**src/sixteen_bit_timer_pkg.sv**
```systemverilog
// ****************************************************************
// shared constants of the sixteen bit timer
// ****************************************************************
package sixteen_bit_timer_pkg;

	// io space decode of the timer mode register
	localparam int IO_ADDR_WIDTH = 6;
	localparam logic [5:0] MODE_OFFSET = 6'h06;
	localparam logic [7:0] MODE_RESET = 8'h00;

	// field positions inside timer_mode_select
	localparam int SRC_HI = 7;
	localparam int SRC_LO = 5;
	localparam int DIV_HI = 4;
	localparam int DIV_LO = 3;
	localparam int BIT_HI = 2;
	localparam int BIT_LO = 0;

	// clock source codes
	localparam logic [2:0] SRC_STOP = 3'h0;
	localparam logic [2:0] SRC_SYSTEM = 3'h1;
	localparam logic [2:0] SRC_RSVD_A = 3'h2;
	localparam logic [2:0] SRC_PIN_FOUR = 3'h3;
	localparam logic [2:0] SRC_FAST_OSC = 3'h4;
	localparam logic [2:0] SRC_RSVD_B = 3'h5;
	localparam logic [2:0] SRC_SLOW_OSC = 3'h6;
	localparam logic [2:0] SRC_PIN_ZERO = 3'h7;

	// prescaler codes
	localparam logic [1:0] DIV_1 = 2'h0;
	localparam logic [1:0] DIV_4 = 2'h1;
	localparam logic [1:0] DIV_16 = 2'h2;
	localparam logic [1:0] DIV_64 = 2'h3;

	// lowest counter bit that can be watched
	localparam int WATCH_BASE = 8;
	localparam logic [15:0] COUNT_RESET = 16'h0000;
	localparam logic [5:0] PRESCALE_RESET = 6'h00;

endpackage

```
**src/timer_prescaler.sv**
```systemverilog
`timescale 1ns/1ps
// ****************************************************************
// prescaler: passes one of every 1, 4, 16 or 64 input ticks
// ****************************************************************
module timer_prescaler
#(
	parameter int PRESCALE_WIDTH = 6
)
(
	// clock and reset
	input wire logic sys_clk,
	input wire logic rst_b,
	// tick in and out
	input wire logic tickIn,
	input wire logic [1:0] divSelect,
	output logic tickOut
);

	typedef struct packed
	{
		logic [PRESCALE_WIDTH-1:0] phase;
	} prescale_state_type;

	prescale_state_type s;
	prescale_state_type next_s;
	logic phaseFull;

	// the phase counter runs freely, so a ratio change takes effect
	// at the next matching phase without a restart
	always_comb
	begin
		next_s = s;
		if (tickIn)
			next_s.phase = s.phase + 1'b1;
		unique case (divSelect)
			sixteen_bit_timer_pkg::DIV_1: phaseFull = 1'b1;
			sixteen_bit_timer_pkg::DIV_4: phaseFull = &s.phase[1:0];
			sixteen_bit_timer_pkg::DIV_16: phaseFull = &s.phase[3:0];
			sixteen_bit_timer_pkg::DIV_64: phaseFull = &s.phase[5:0];
		endcase
		tickOut = tickIn & phaseFull;
	end

	// state register
	always_ff @(posedge sys_clk or negedge rst_b)
	begin
		if (!rst_b)
			s <= '{phase: sixteen_bit_timer_pkg::PRESCALE_RESET};
		else
			s <= next_s;
	end
endmodule

```
**src/sixteen_bit_timer.sv**
```systemverilog
`timescale 1ns/1ps
// Overview of operation
// - sixteen bit counter clocked from one of five selectable sources.
// - mode bits 7..5 pick source; code zero stops counting.
// - prescaler divides selected clock by 1, 4, 16 or 64.
// - counter only counts up, one step per prescaled tick.
// - store instruction loads the counter from data memory.
// - read instruction copies the current count to data memory.
// - mode bits 2..0 pick watched counter bit 8 to 15.
// - edge select input picks rising or falling watched-bit edge.
// - watched-bit edge sets the timer request flag.
// - watching bit n gives one request per 2^(n+1) ticks.
// - hardware sets the request flag; software clears it.
// - power-save stops system or disabled-oscillator sources; else wakes.
module sixteen_bit_timer
(
	// clock and reset
	input wire logic sys_clk,
	input wire logic rst_b,
	// io space register port
	input wire logic [5:0] ioAddr,
	input wire logic ioWrite,
	input wire logic [7:0] ioWriteData,
	input wire logic ioRead,
	output logic [7:0] ioReadData,
	// count load and store instructions
	input wire logic store_count_instruction,
	input wire logic [15:0] storeData,
	input wire logic read_count_instruction,
	output logic [15:0] countData,
	// external clock sources, asynchronous
	input wire logic port_a_pin_zero,
	input wire logic port_a_pin_four,
	input wire logic fast_internal_oscillator,
	input wire logic slow_internal_oscillator,
	// system state
	input wire logic powerSave,
	input wire logic fastOscEnable,
	input wire logic slowOscEnable,
	input wire logic edgeFalling,
	// request flag
	input wire logic requestClear,
	output logic timerRequest,
	output logic wakeRequest
);

	// ************************************************************
	// state
	// ************************************************************
	typedef struct packed
	{
		logic [7:0] mode;
		logic [15:0] count;
		logic [15:0] readBack;
		logic [7:0] ioData;
		logic request;
		logic wake;
		logic [3:0] syncA;
		logic [3:0] syncB;
		logic [3:0] last;
	} timer_state_type;

	timer_state_type s;
	timer_state_type next_s;

	logic [2:0] source;
	logic [1:0] divide;
	logic [2:0] watchSel;
	logic [3:0] edges;
	logic sourceTick;
	logic gated;
	logic countTick;
	logic [15:0] nextCount;
	logic oldBit;
	logic newBit;
	logic eventHit;

	assign source = s.mode[sixteen_bit_timer_pkg::SRC_HI:
		sixteen_bit_timer_pkg::SRC_LO];
	assign divide = s.mode[sixteen_bit_timer_pkg::DIV_HI:
		sixteen_bit_timer_pkg::DIV_LO];
	assign watchSel = s.mode[sixteen_bit_timer_pkg::BIT_HI:
		sixteen_bit_timer_pkg::BIT_LO];

	// ************************************************************
	// source selection
	// ************************************************************
	// rising edges of the synchronised pins and oscillators; only the
	// second stage is looked at, the first stage is metastability room
	assign edges = s.syncB & ~s.last;

	// a slow input clock must stay under half the system clock rate,
	// else edges are missed: that is the price of one clock domain
	always_comb
	begin
		unique case (source)
			sixteen_bit_timer_pkg::SRC_STOP: sourceTick = 1'b0;
			sixteen_bit_timer_pkg::SRC_SYSTEM: sourceTick = 1'b1;
			sixteen_bit_timer_pkg::SRC_PIN_FOUR: sourceTick = edges[1];
			sixteen_bit_timer_pkg::SRC_FAST_OSC: sourceTick = edges[2];
			sixteen_bit_timer_pkg::SRC_SLOW_OSC: sourceTick = edges[3];
			sixteen_bit_timer_pkg::SRC_PIN_ZERO: sourceTick = edges[0];
			default: sourceTick = 1'b0; // reserved codes do not count
		endcase
	end

	// power save halts the system clock source and dead oscillators
	always_comb
	begin
		gated = 1'b0;
		if (powerSave)
		begin
			if (source == sixteen_bit_timer_pkg::SRC_SYSTEM)
				gated = 1'b1;
			if (source == sixteen_bit_timer_pkg::SRC_FAST_OSC && !fastOscEnable)
				gated = 1'b1;
			if (source == sixteen_bit_timer_pkg::SRC_SLOW_OSC && !slowOscEnable)
				gated = 1'b1;
		end
	end

	timer_prescaler #(
		.PRESCALE_WIDTH(6)
	) prescaler (
		.sys_clk(sys_clk),
		.rst_b(rst_b),
		.tickIn(sourceTick & ~gated),
		.divSelect(divide),
		.tickOut(countTick)
	);

	// ************************************************************
	// counter and request event
	// ************************************************************
	// the sum drops its carry on purpose: maximum wraps to zero
	assign nextCount = s.count + 16'h0001;
	assign oldBit = s.count[sixteen_bit_timer_pkg::WATCH_BASE +
		int'(watchSel)];
	assign newBit = nextCount[sixteen_bit_timer_pkg::WATCH_BASE +
		int'(watchSel)];
	// a load never raises a request, only a counting step does
	assign eventHit = countTick && !store_count_instruction &&
		(edgeFalling ? (oldBit && !newBit) : (!oldBit && newBit));

	// next state
	always_comb
	begin
		next_s = s;
		next_s.syncA = {slow_internal_oscillator, fast_internal_oscillator,
			port_a_pin_four, port_a_pin_zero};
		next_s.syncB = s.syncA;
		next_s.last = s.syncB;
		// register write and registered readback
		if (ioWrite && ioAddr == sixteen_bit_timer_pkg::MODE_OFFSET)
			next_s.mode = ioWriteData;
		if (ioRead)
			next_s.ioData = (ioAddr == sixteen_bit_timer_pkg::MODE_OFFSET) ?
				s.mode : 8'h00;
		// a store in the same cycle as a tick wins over the tick
		if (store_count_instruction)
			next_s.count = storeData;
		else if (countTick)
			next_s.count = nextCount;
		if (read_count_instruction)
			next_s.readBack = s.count;
		// set beats clear so an event in the clear cycle is kept
		if (requestClear)
			next_s.request = 1'b0;
		if (eventHit)
			next_s.request = 1'b1;
		next_s.wake = eventHit && powerSave &&
			source != sixteen_bit_timer_pkg::SRC_SYSTEM;
	end

	// state register
	always_ff @(posedge sys_clk or negedge rst_b)
	begin
		if (!rst_b)
		begin
			s.mode <= sixteen_bit_timer_pkg::MODE_RESET;
			s.count <= sixteen_bit_timer_pkg::COUNT_RESET;
			s.readBack <= sixteen_bit_timer_pkg::COUNT_RESET;
			s.ioData <= 8'h00;
			s.request <= 1'b0;
			s.wake <= 1'b0;
			s.syncA <= 4'h0;
			s.syncB <= 4'h0;
			s.last <= 4'h0;
		end
		else
			s <= next_s;
	end

	// outputs straight from flip-flops
	assign ioReadData = s.ioData;
	assign countData = s.readBack;
	assign timerRequest = s.request;
	assign wakeRequest = s.wake;
endmodule

```
**config.mk**
```make
export PLATFORM = sky130hd
export DESIGN_NAME = sixteen_bit_timer
export DESIGN_NICKNAME = d
export VERILOG_FILES = /design/src/sixteen_bit_timer_pkg.sv /design/src/timer_prescaler.sv /design/src/sixteen_bit_timer.sv
export SDC_FILE = /design/constraint.sdc
export NUM_CORES = 1
export LEC_CHECK = 0
export BUFFER_PORTS_ARGS = -buffer_cell sky130_fd_sc_hd__buf_2
export CORE_ASPECT_RATIO = 1.1
export CORE_MARGIN = 4
export CORE_UTILIZATION = 45
export CTS_CLUSTER_DIAMETER = 150
export CTS_CLUSTER_SIZE = 10
export DETAILED_ROUTE_END_ITERATION = 16
export MAX_ROUTING_LAYER = met4
export PLACE_DENSITY = 0.75
export SLEW_MARGIN = 10
export SYNTH_ARGS = -nofsm -noshare
export SYNTH_HDL_FRONTEND = slang
export SYNTH_SLANG_ARGS = --single-unit
```
**constraint.sdc**
```tcl
create_clock -name sys_clk -period 3.9 [get_ports sys_clk]
set_input_delay 0.585 -clock sys_clk [delete_from_list [all_inputs] [get_ports sys_clk]]
set_output_delay 0.585 -clock sys_clk [all_outputs]
set_load 0.05 [all_outputs]
```
==> results of run 1 <==
registers in the layout, summed over array words and instances, names as in the netlist:
signal	flops
s	26
countData	16
ioReadData	8
next_s	8
prescaler.s	6
divide	2
timerRequest	1
wakeRequest	1
cell type report:
cell class | count | area (um^2) | area share [%]
Timing Repair Buffer | 71 | 357.8 | 9.402
Multi-Input combinational cell | 195 | 1364 | 35.83
Tap cell | 85 | 106.4 | 2.794
Clock inverter | 4 | 73.82 | 1.940
Clock buffer | 12 | 135.1 | 3.550
Inverter | 18 | 67.56 | 1.775
Sequential cell | 68 | 1702 | 44.71
metal layers:
| layer | track usage, % | vias up | wire length, um |
|---|---|---|---|
| li1 | - | 1162 | - |
| met1 | 20.79 | 1156 | 3122 |
| met2 | 26.03 | 41 | 3286 |
| met3 | 4.504 | 6 | 233 |
| met4 | 6.243 | 0 | 99 |
| met5 | - | - | 0 |
power by group:
group          internal [mW]  leakage [nW]  switching [mW]
Clock                  0.361         0.105           0.249
Sequential             0.778         0.855          0.0772
Combinational          0.133         0.753           0.210
cell families after synthesis:
logic type | count (synthesis)
simple gates | 97
compound gates | 42
fa+ha+maj | 2
buf+inv | 54
flops | 68
xor+xnor | 26
mux | 28
critical path, stage by stage, from the launching register on:
cell      delay [ps]
dfrtp_1          470
nor3b_1          220
a211oi_1         100
a311oi_1         510
nand3_1          510
nor4_1           380
xnor2_1          160
o21ai_0           80
cells in the final DEF, fill, tap and decap left out, types with 3 or more instances in the layout:
cell,synthesis,routed
buf_2,2,70
clkbuf_1,10,3
clkbuf_8,0,9
clkinv_1,4,4
dfrtp_1,68,68
inv_1,14,14
mux2_2,25,25
nand2_1,30,30
nand2b_1,5,5
nand3_1,18,18
nand4_1,5,5
nor2_1,9,9
nor3_1,7,7
nor4_1,6,6
o21ai_0,24,24
or4_1,4,4
xnor2_1,21,21
xor2_1,5,5
worst max-delay path by stage:
stage                           start                     to  slack, ps  depth (start not counted)
floorplan           s[46]$_DFFE_PN0P_  wakeRequest$_DFF_PN0_       1620                          9
global placement            powerSave      s[53]$_DFFE_PN0P_       1260                          8
detailed placement          powerSave      s[53]$_DFFE_PN0P_       1150                          8
CTS                 s[59]$_DFFE_PN0P_      s[53]$_DFFE_PN0P_       1310                          7
global route        s[59]$_DFFE_PN0P_      s[53]$_DFFE_PN0P_       1060                          7
finish              s[59]$_DFFE_PN0P_      s[53]$_DFFE_PN0P_       1320                          7
per-stage QoR:
step           power, mW  area, um^2  instances
4_1_cts            1.827        3806        453
6_report           1.808        3806        453
3_3_place_gp       1.205        3597        437
2_1_floorplan      1.137        3361        317
5_1_grt            1.905        3806        453
3_5_place_dp       1.215        3597        437
==> run metrics, run 1 <==
largest net degree at the start of global routing=a little under 50; Pre-antenna DRT Iters=4; RSZ-0062 raised after global routing=no; # diodes=0; Die ar.=between 8000 and 9000 um^2; Sink Count=68; crit start category=register; maximum clock insertion buffer count=2; count leader, synth=dfrtp_1; Chip Width=roughly 90 um; status=completed; initial core utilization=47.16%; CTS Root Cell=clkbuf_8; xor/xnor share of the synthesized area=slightly below 7%; prevailing post-synth register cell=dfrtp_1; clk_lat worst skew=340 ps; worst path arrival time=about 2800 ps; core area=between 7000 and 8000 um^2; post_cts resized=0; CTS clk-pin slew, worst paths=70 ps; DRT iter0 DRCs=86; Synth top cells by count=dfrtp_1 (68), nand2_1 (30), mux2_2 (25); Post-Syn Area per Cell=between 10 and 15 um^2; Final nets=a little over 400; max-slew violations=0; syn_nets=~360; top post-synthesis cells by area=dfrtp_1 (51%), mux2_2 (8.4%), xnor2_1 (5.5%); post-CTS setup buffers=0; Post-Synth Simple-Gate Area=roughly 15%; pre-CTS setup slack=roughly 1100 ps; post-route setup TNS=0 ps; TritonCTS Buffers=9; Worst Hold Path Cells=0; vias in the first global route=2,409; global route total overflow=0; Pleak=roughly 1.7 nW; I/O Buffers=70; R2R Setup Slk=between 1000 and 1500 ps; Max-Cap Viols=0; Worst setup EP type=register; largest family of logic cells by synthesized area=simple AND/OR/NAND/NOR gates; r2r startpoint=s[59]$_DFFE_PN0P_; Fin. Hold Viols=0; mux contribution to synthesized area=about a tenth; post-synthesis sequential area ratio=~50%; min-delay worst type=register to register; GRT Util Overall=between 10% and 20%; CP Max Fanout=11; hold slack=350.4 ps; Crit Path Class=register to register; WL/cell=around 15 um; Final min period=roughly 2600 ps; async set-or-reset flop fraction in the synthesized netlist=between 90% and 100%; fillcell total=roughly 680; die extent in y=just under 100 um; hold_buf cts=0; Crit Reg-Reg Endpoint=s[53]$_DFFE_PN0P_; Util after Layout=53.41%; CTS tree=done; Setup Skew=approximately 13 ps; vias per cell=5.221; Post-synth EDFFs=0; Post-Synth Adder-Cell Area=less than 1%; H-tree depth=3; Tightest Pin Transition=1020 ps; hold_sp=next_s[4]$_DFF_PN0_; Ys Warns=0; first-pass GRT wire length=roughly 11,000 um; post-synth cell types=between 40 and 50; Detailed Place HPWL=slightly above 5000 um; VDD IR max=about 240 uV; via count=around 2,400; Synth Instances=~320; FF+latch count, synth=around 70; fmax=between 300 and 400 MHz; Total Wirelength=between 6000 and 7000 um; Residual DRC=0; Hold Path End=next_s[0]$_DFF_PN0_; Area growth syn-to-layout=13.25%; Relative slew margins=a little under a third; Mapped Area=~3400 um^2; Final ANT Viol Nets=0; share of cells above drive strength 1=between 30% and 40%; io pins=slightly above 70; final period utilization=about two thirds; row count=32; top cell type's share of synthesized area=50.63%; Synth area leader=dfrtp_1; Final GP Congestion=roughly 0.85; Setup Viol. Count Final=0; Synth Area in Compound Gates=7.707%; power density over the cells=roughly 480 nW/um^2; worst r2r path cells=7; Worst Setup Slack, final=approximately 1300 ps; critical path data required time=about 4100 ps; initial antenna violation count=0
(Power assumes the default switching activity.)
==> run 2: changes to the inputs <==
==> constraint.sdc (replaced) <==
create_clock -name sys_clk -period 2.4 [get_ports sys_clk]
set_input_delay 0.36 -clock sys_clk [delete_from_list [all_inputs] [get_ports sys_clk]]
set_output_delay 0.36 -clock sys_clk [all_outputs]
set_load 0.05 [all_outputs]
==> run 2 against run 1 <==
Net effect:
- total power grew 61%
- combinational power grew 82%
- via count grew 3.9%
- sequential power grew 60%
- design area grew 4.6%
- die area is the same
- first-iteration DRC count shrank 28%
- fmax grew 14%
==> run metrics, run 2 (synthesis results as in run 1) <==
critical path data required time=2640 ps (-1450 ps); global route total overflow=0 (unchanged); status=completed; Crit Path Class=register to register; CTS clk-pin slew, worst paths=80 ps (about the same); final period utilization=94.33% (+28 points); share of cells above drive strength 1=37.47% (+6.5 points); initial core utilization=47.16% (unchanged); Final Power=2.910 mW (+61%); worst path cell trace=ha_1 > nand4_1 > buf_4 > nor4_2 > xnor2_1 > o221ai_1 > or3_4 > and3_1 > o2111a_1; Setup Skew=7.797 ps (-5.241 ps); Final min period=2264 ps (-319.7 ps); # diodes=0 (unchanged); worst path arrival time=2500 ps (-270 ps); Total Wirelength=7042 um (+4.5%); CTS Root Cell=clkbuf_8; commonest cells after routing, fill and taps aside=buf_2 (70), dfrtp_1 (67), nand2_1 (30); DRT iter0 DRCs=62 (-28%); area of the multi-input gates=1409 um^2 (+3.3%); crit start category=register; vias in the first global route=2,554 (+6.0%); Worst setup EP type=register; initial antenna violation count=0 (unchanged); max-slew violations=0 (unchanged); largest register by flop count=s; cell family with most CP delay=simple AND/OR/NAND/NOR gates; Final nets=429 (+4.6%); Sink Count=68 (unchanged); Fin. Hold Viols=0 (unchanged); Buf/Inv on CP=1 (+1); CP Max Fanout=4 (-7); row count=32 (unchanged); GRT Util Overall=17.21% (+0.57 points); clk_lat worst skew=340 ps (about the same); Util after Layout=55.85% (+2.4 points); fmax=441.7 MHz (+14%); first-pass GRT wire length=11,870 um (+3.4%); Die ar.=8916 um^2 (unchanged); Final ANT Viol Nets=0 (unchanged); die extent in y=98.64 um (unchanged); Pre-antenna DRT Iters=4 (unchanged); Relative slew margins=66.23% (+34 points); core area=7127 um^2 (unchanged); Largest register FFs=26 (unchanged); commonest non-fill, non-tap cell in the layout=buf_2; CTS tree=done; fillcell total=644 (-4.7%); io pins=71 (unchanged); Tightest Pin Transition=506.5 ps (-513.9 ps); Max-Cap Viols=0 (unchanged); DP Cell Count=451 (+3.2%); largest net degree at the start of global routing=27 (-45%); Detailed Place HPWL=5326 um (+5.8%); Worst path slowest cell=dfrtp_1; Final GP Congestion=0.9471 (+11%); Area growth syn-to-layout=18.43%; min-delay worst type=primary input to register; Pleak=1.794 nW (+4.7%); H-tree depth=3 (unchanged); maximum clock insertion buffer count=2 (unchanged); TritonCTS Buffers=9 (unchanged); Residual DRC=0 (unchanged); WL/cell=14.92 um (+0.26%); VDD IR max=518.9 uV (+110%); final std cells w/o fill=472 (+4.2%); Setup Viol. Count Final=0 (unchanged); Chip Width=90.40 um (unchanged); via count=2,458 (+3.9%); crit-path max cell delay=420 ps (-90 ps); power density over the cells=731.1 nW/um^2 (+54%); vias per cell=5.208 (-0.25%); Seq. cell area=1703 um^2 (about the same); I/O Buffers=70 (unchanged)
## run 2: cell count changes in the layout (fill, tap and decap cells not counted), sizes merged
| cell | before | now |
|---|---|---|
| buf | 71 | 89 |
| clkinvlp | 0 | 2 |
| clkbuf | 12 | 10 |
| inv | 14 | 15 |
| bufinv | 2 | 1 |
| dlygate4sd3 | 0 | 1 |
## run 2: path summary, 6_finish.rpt
| check | start | end | slack [ps] | depth (start not counted) |
|---|---|---|---|---|
| max in group asynchronous | rst_b | countData[13]$_DFFE_PN0P_ | 1160 | 3 |
| hold / removal | slow_internal_oscillator | next_s[7]$_DFF_PN0_ | 120 | 1 |
| hold reg to reg | next_s[6]$_DFF_PN0_ | next_s[2]$_DFF_PN0_ | 350 | 0 |
| setup reg to reg | s[39]$_DFFE_PN0P_ | wakeRequest$_DFF_PN0_ | 140 | 9 |
| setup / recovery | s[39]$_DFFE_PN0P_ | wakeRequest$_DFF_PN0_ | 140 | 9 |
| min in group asynchronous | rst_b | next_s[7]$_DFF_PN0_ | 510 | 2 |
## run 2: routing by layer
metal	up-vias	global-route usage, %	share of wire (%)
met1	1190	20.97	43
met2	50	27.87	50
met3	16	2.748	3.7
li1	1202	-	-
met5	-	-	0
met4	0	8.716	2.5
## run 2: timing repair
item,CTS,global route
resized for setup,0,11
setup endpoints to repair,0,2
setup buffers,0,4
hold endpoints to repair,14,0
hold buffers,1,0
## run 2: area by class of cell
cell class | instances | share of cell area (%)
multi-input cells | 195 | 35.40
repair buffers | 90 | 12.64
clock inverters | 6 | 1.603
well taps | 85 | 2.672
clock buffers | 10 | 3.207
flip-flops and latches | 68 | 42.79
inverters | 18 | 1.698
## run 2: power breakdown
part | switching (mW) | leakage (nW) | internal (mW)
clock network | 0.438 | 0.0927 | 0.480
registers | 0.105 | 0.854 | 1.26
logic | 0.373 | 0.847 | 0.250
## run 2: through the flow
stage	TNS, ps	setup slack [ps]	hold slack [ps]	instance area (um^2)
6_report	0	136.2	118.6	3980
5_1_grt	-1.469	-1.469	109.9	3980
4_1_cts	0	63.77	110.6	3904
3_5_place_dp	0	75.90	334.7	3702
3_3_place_gp	0	113.2	333.1	3702
2_1_floorplan	0	117.1	64.41	3361
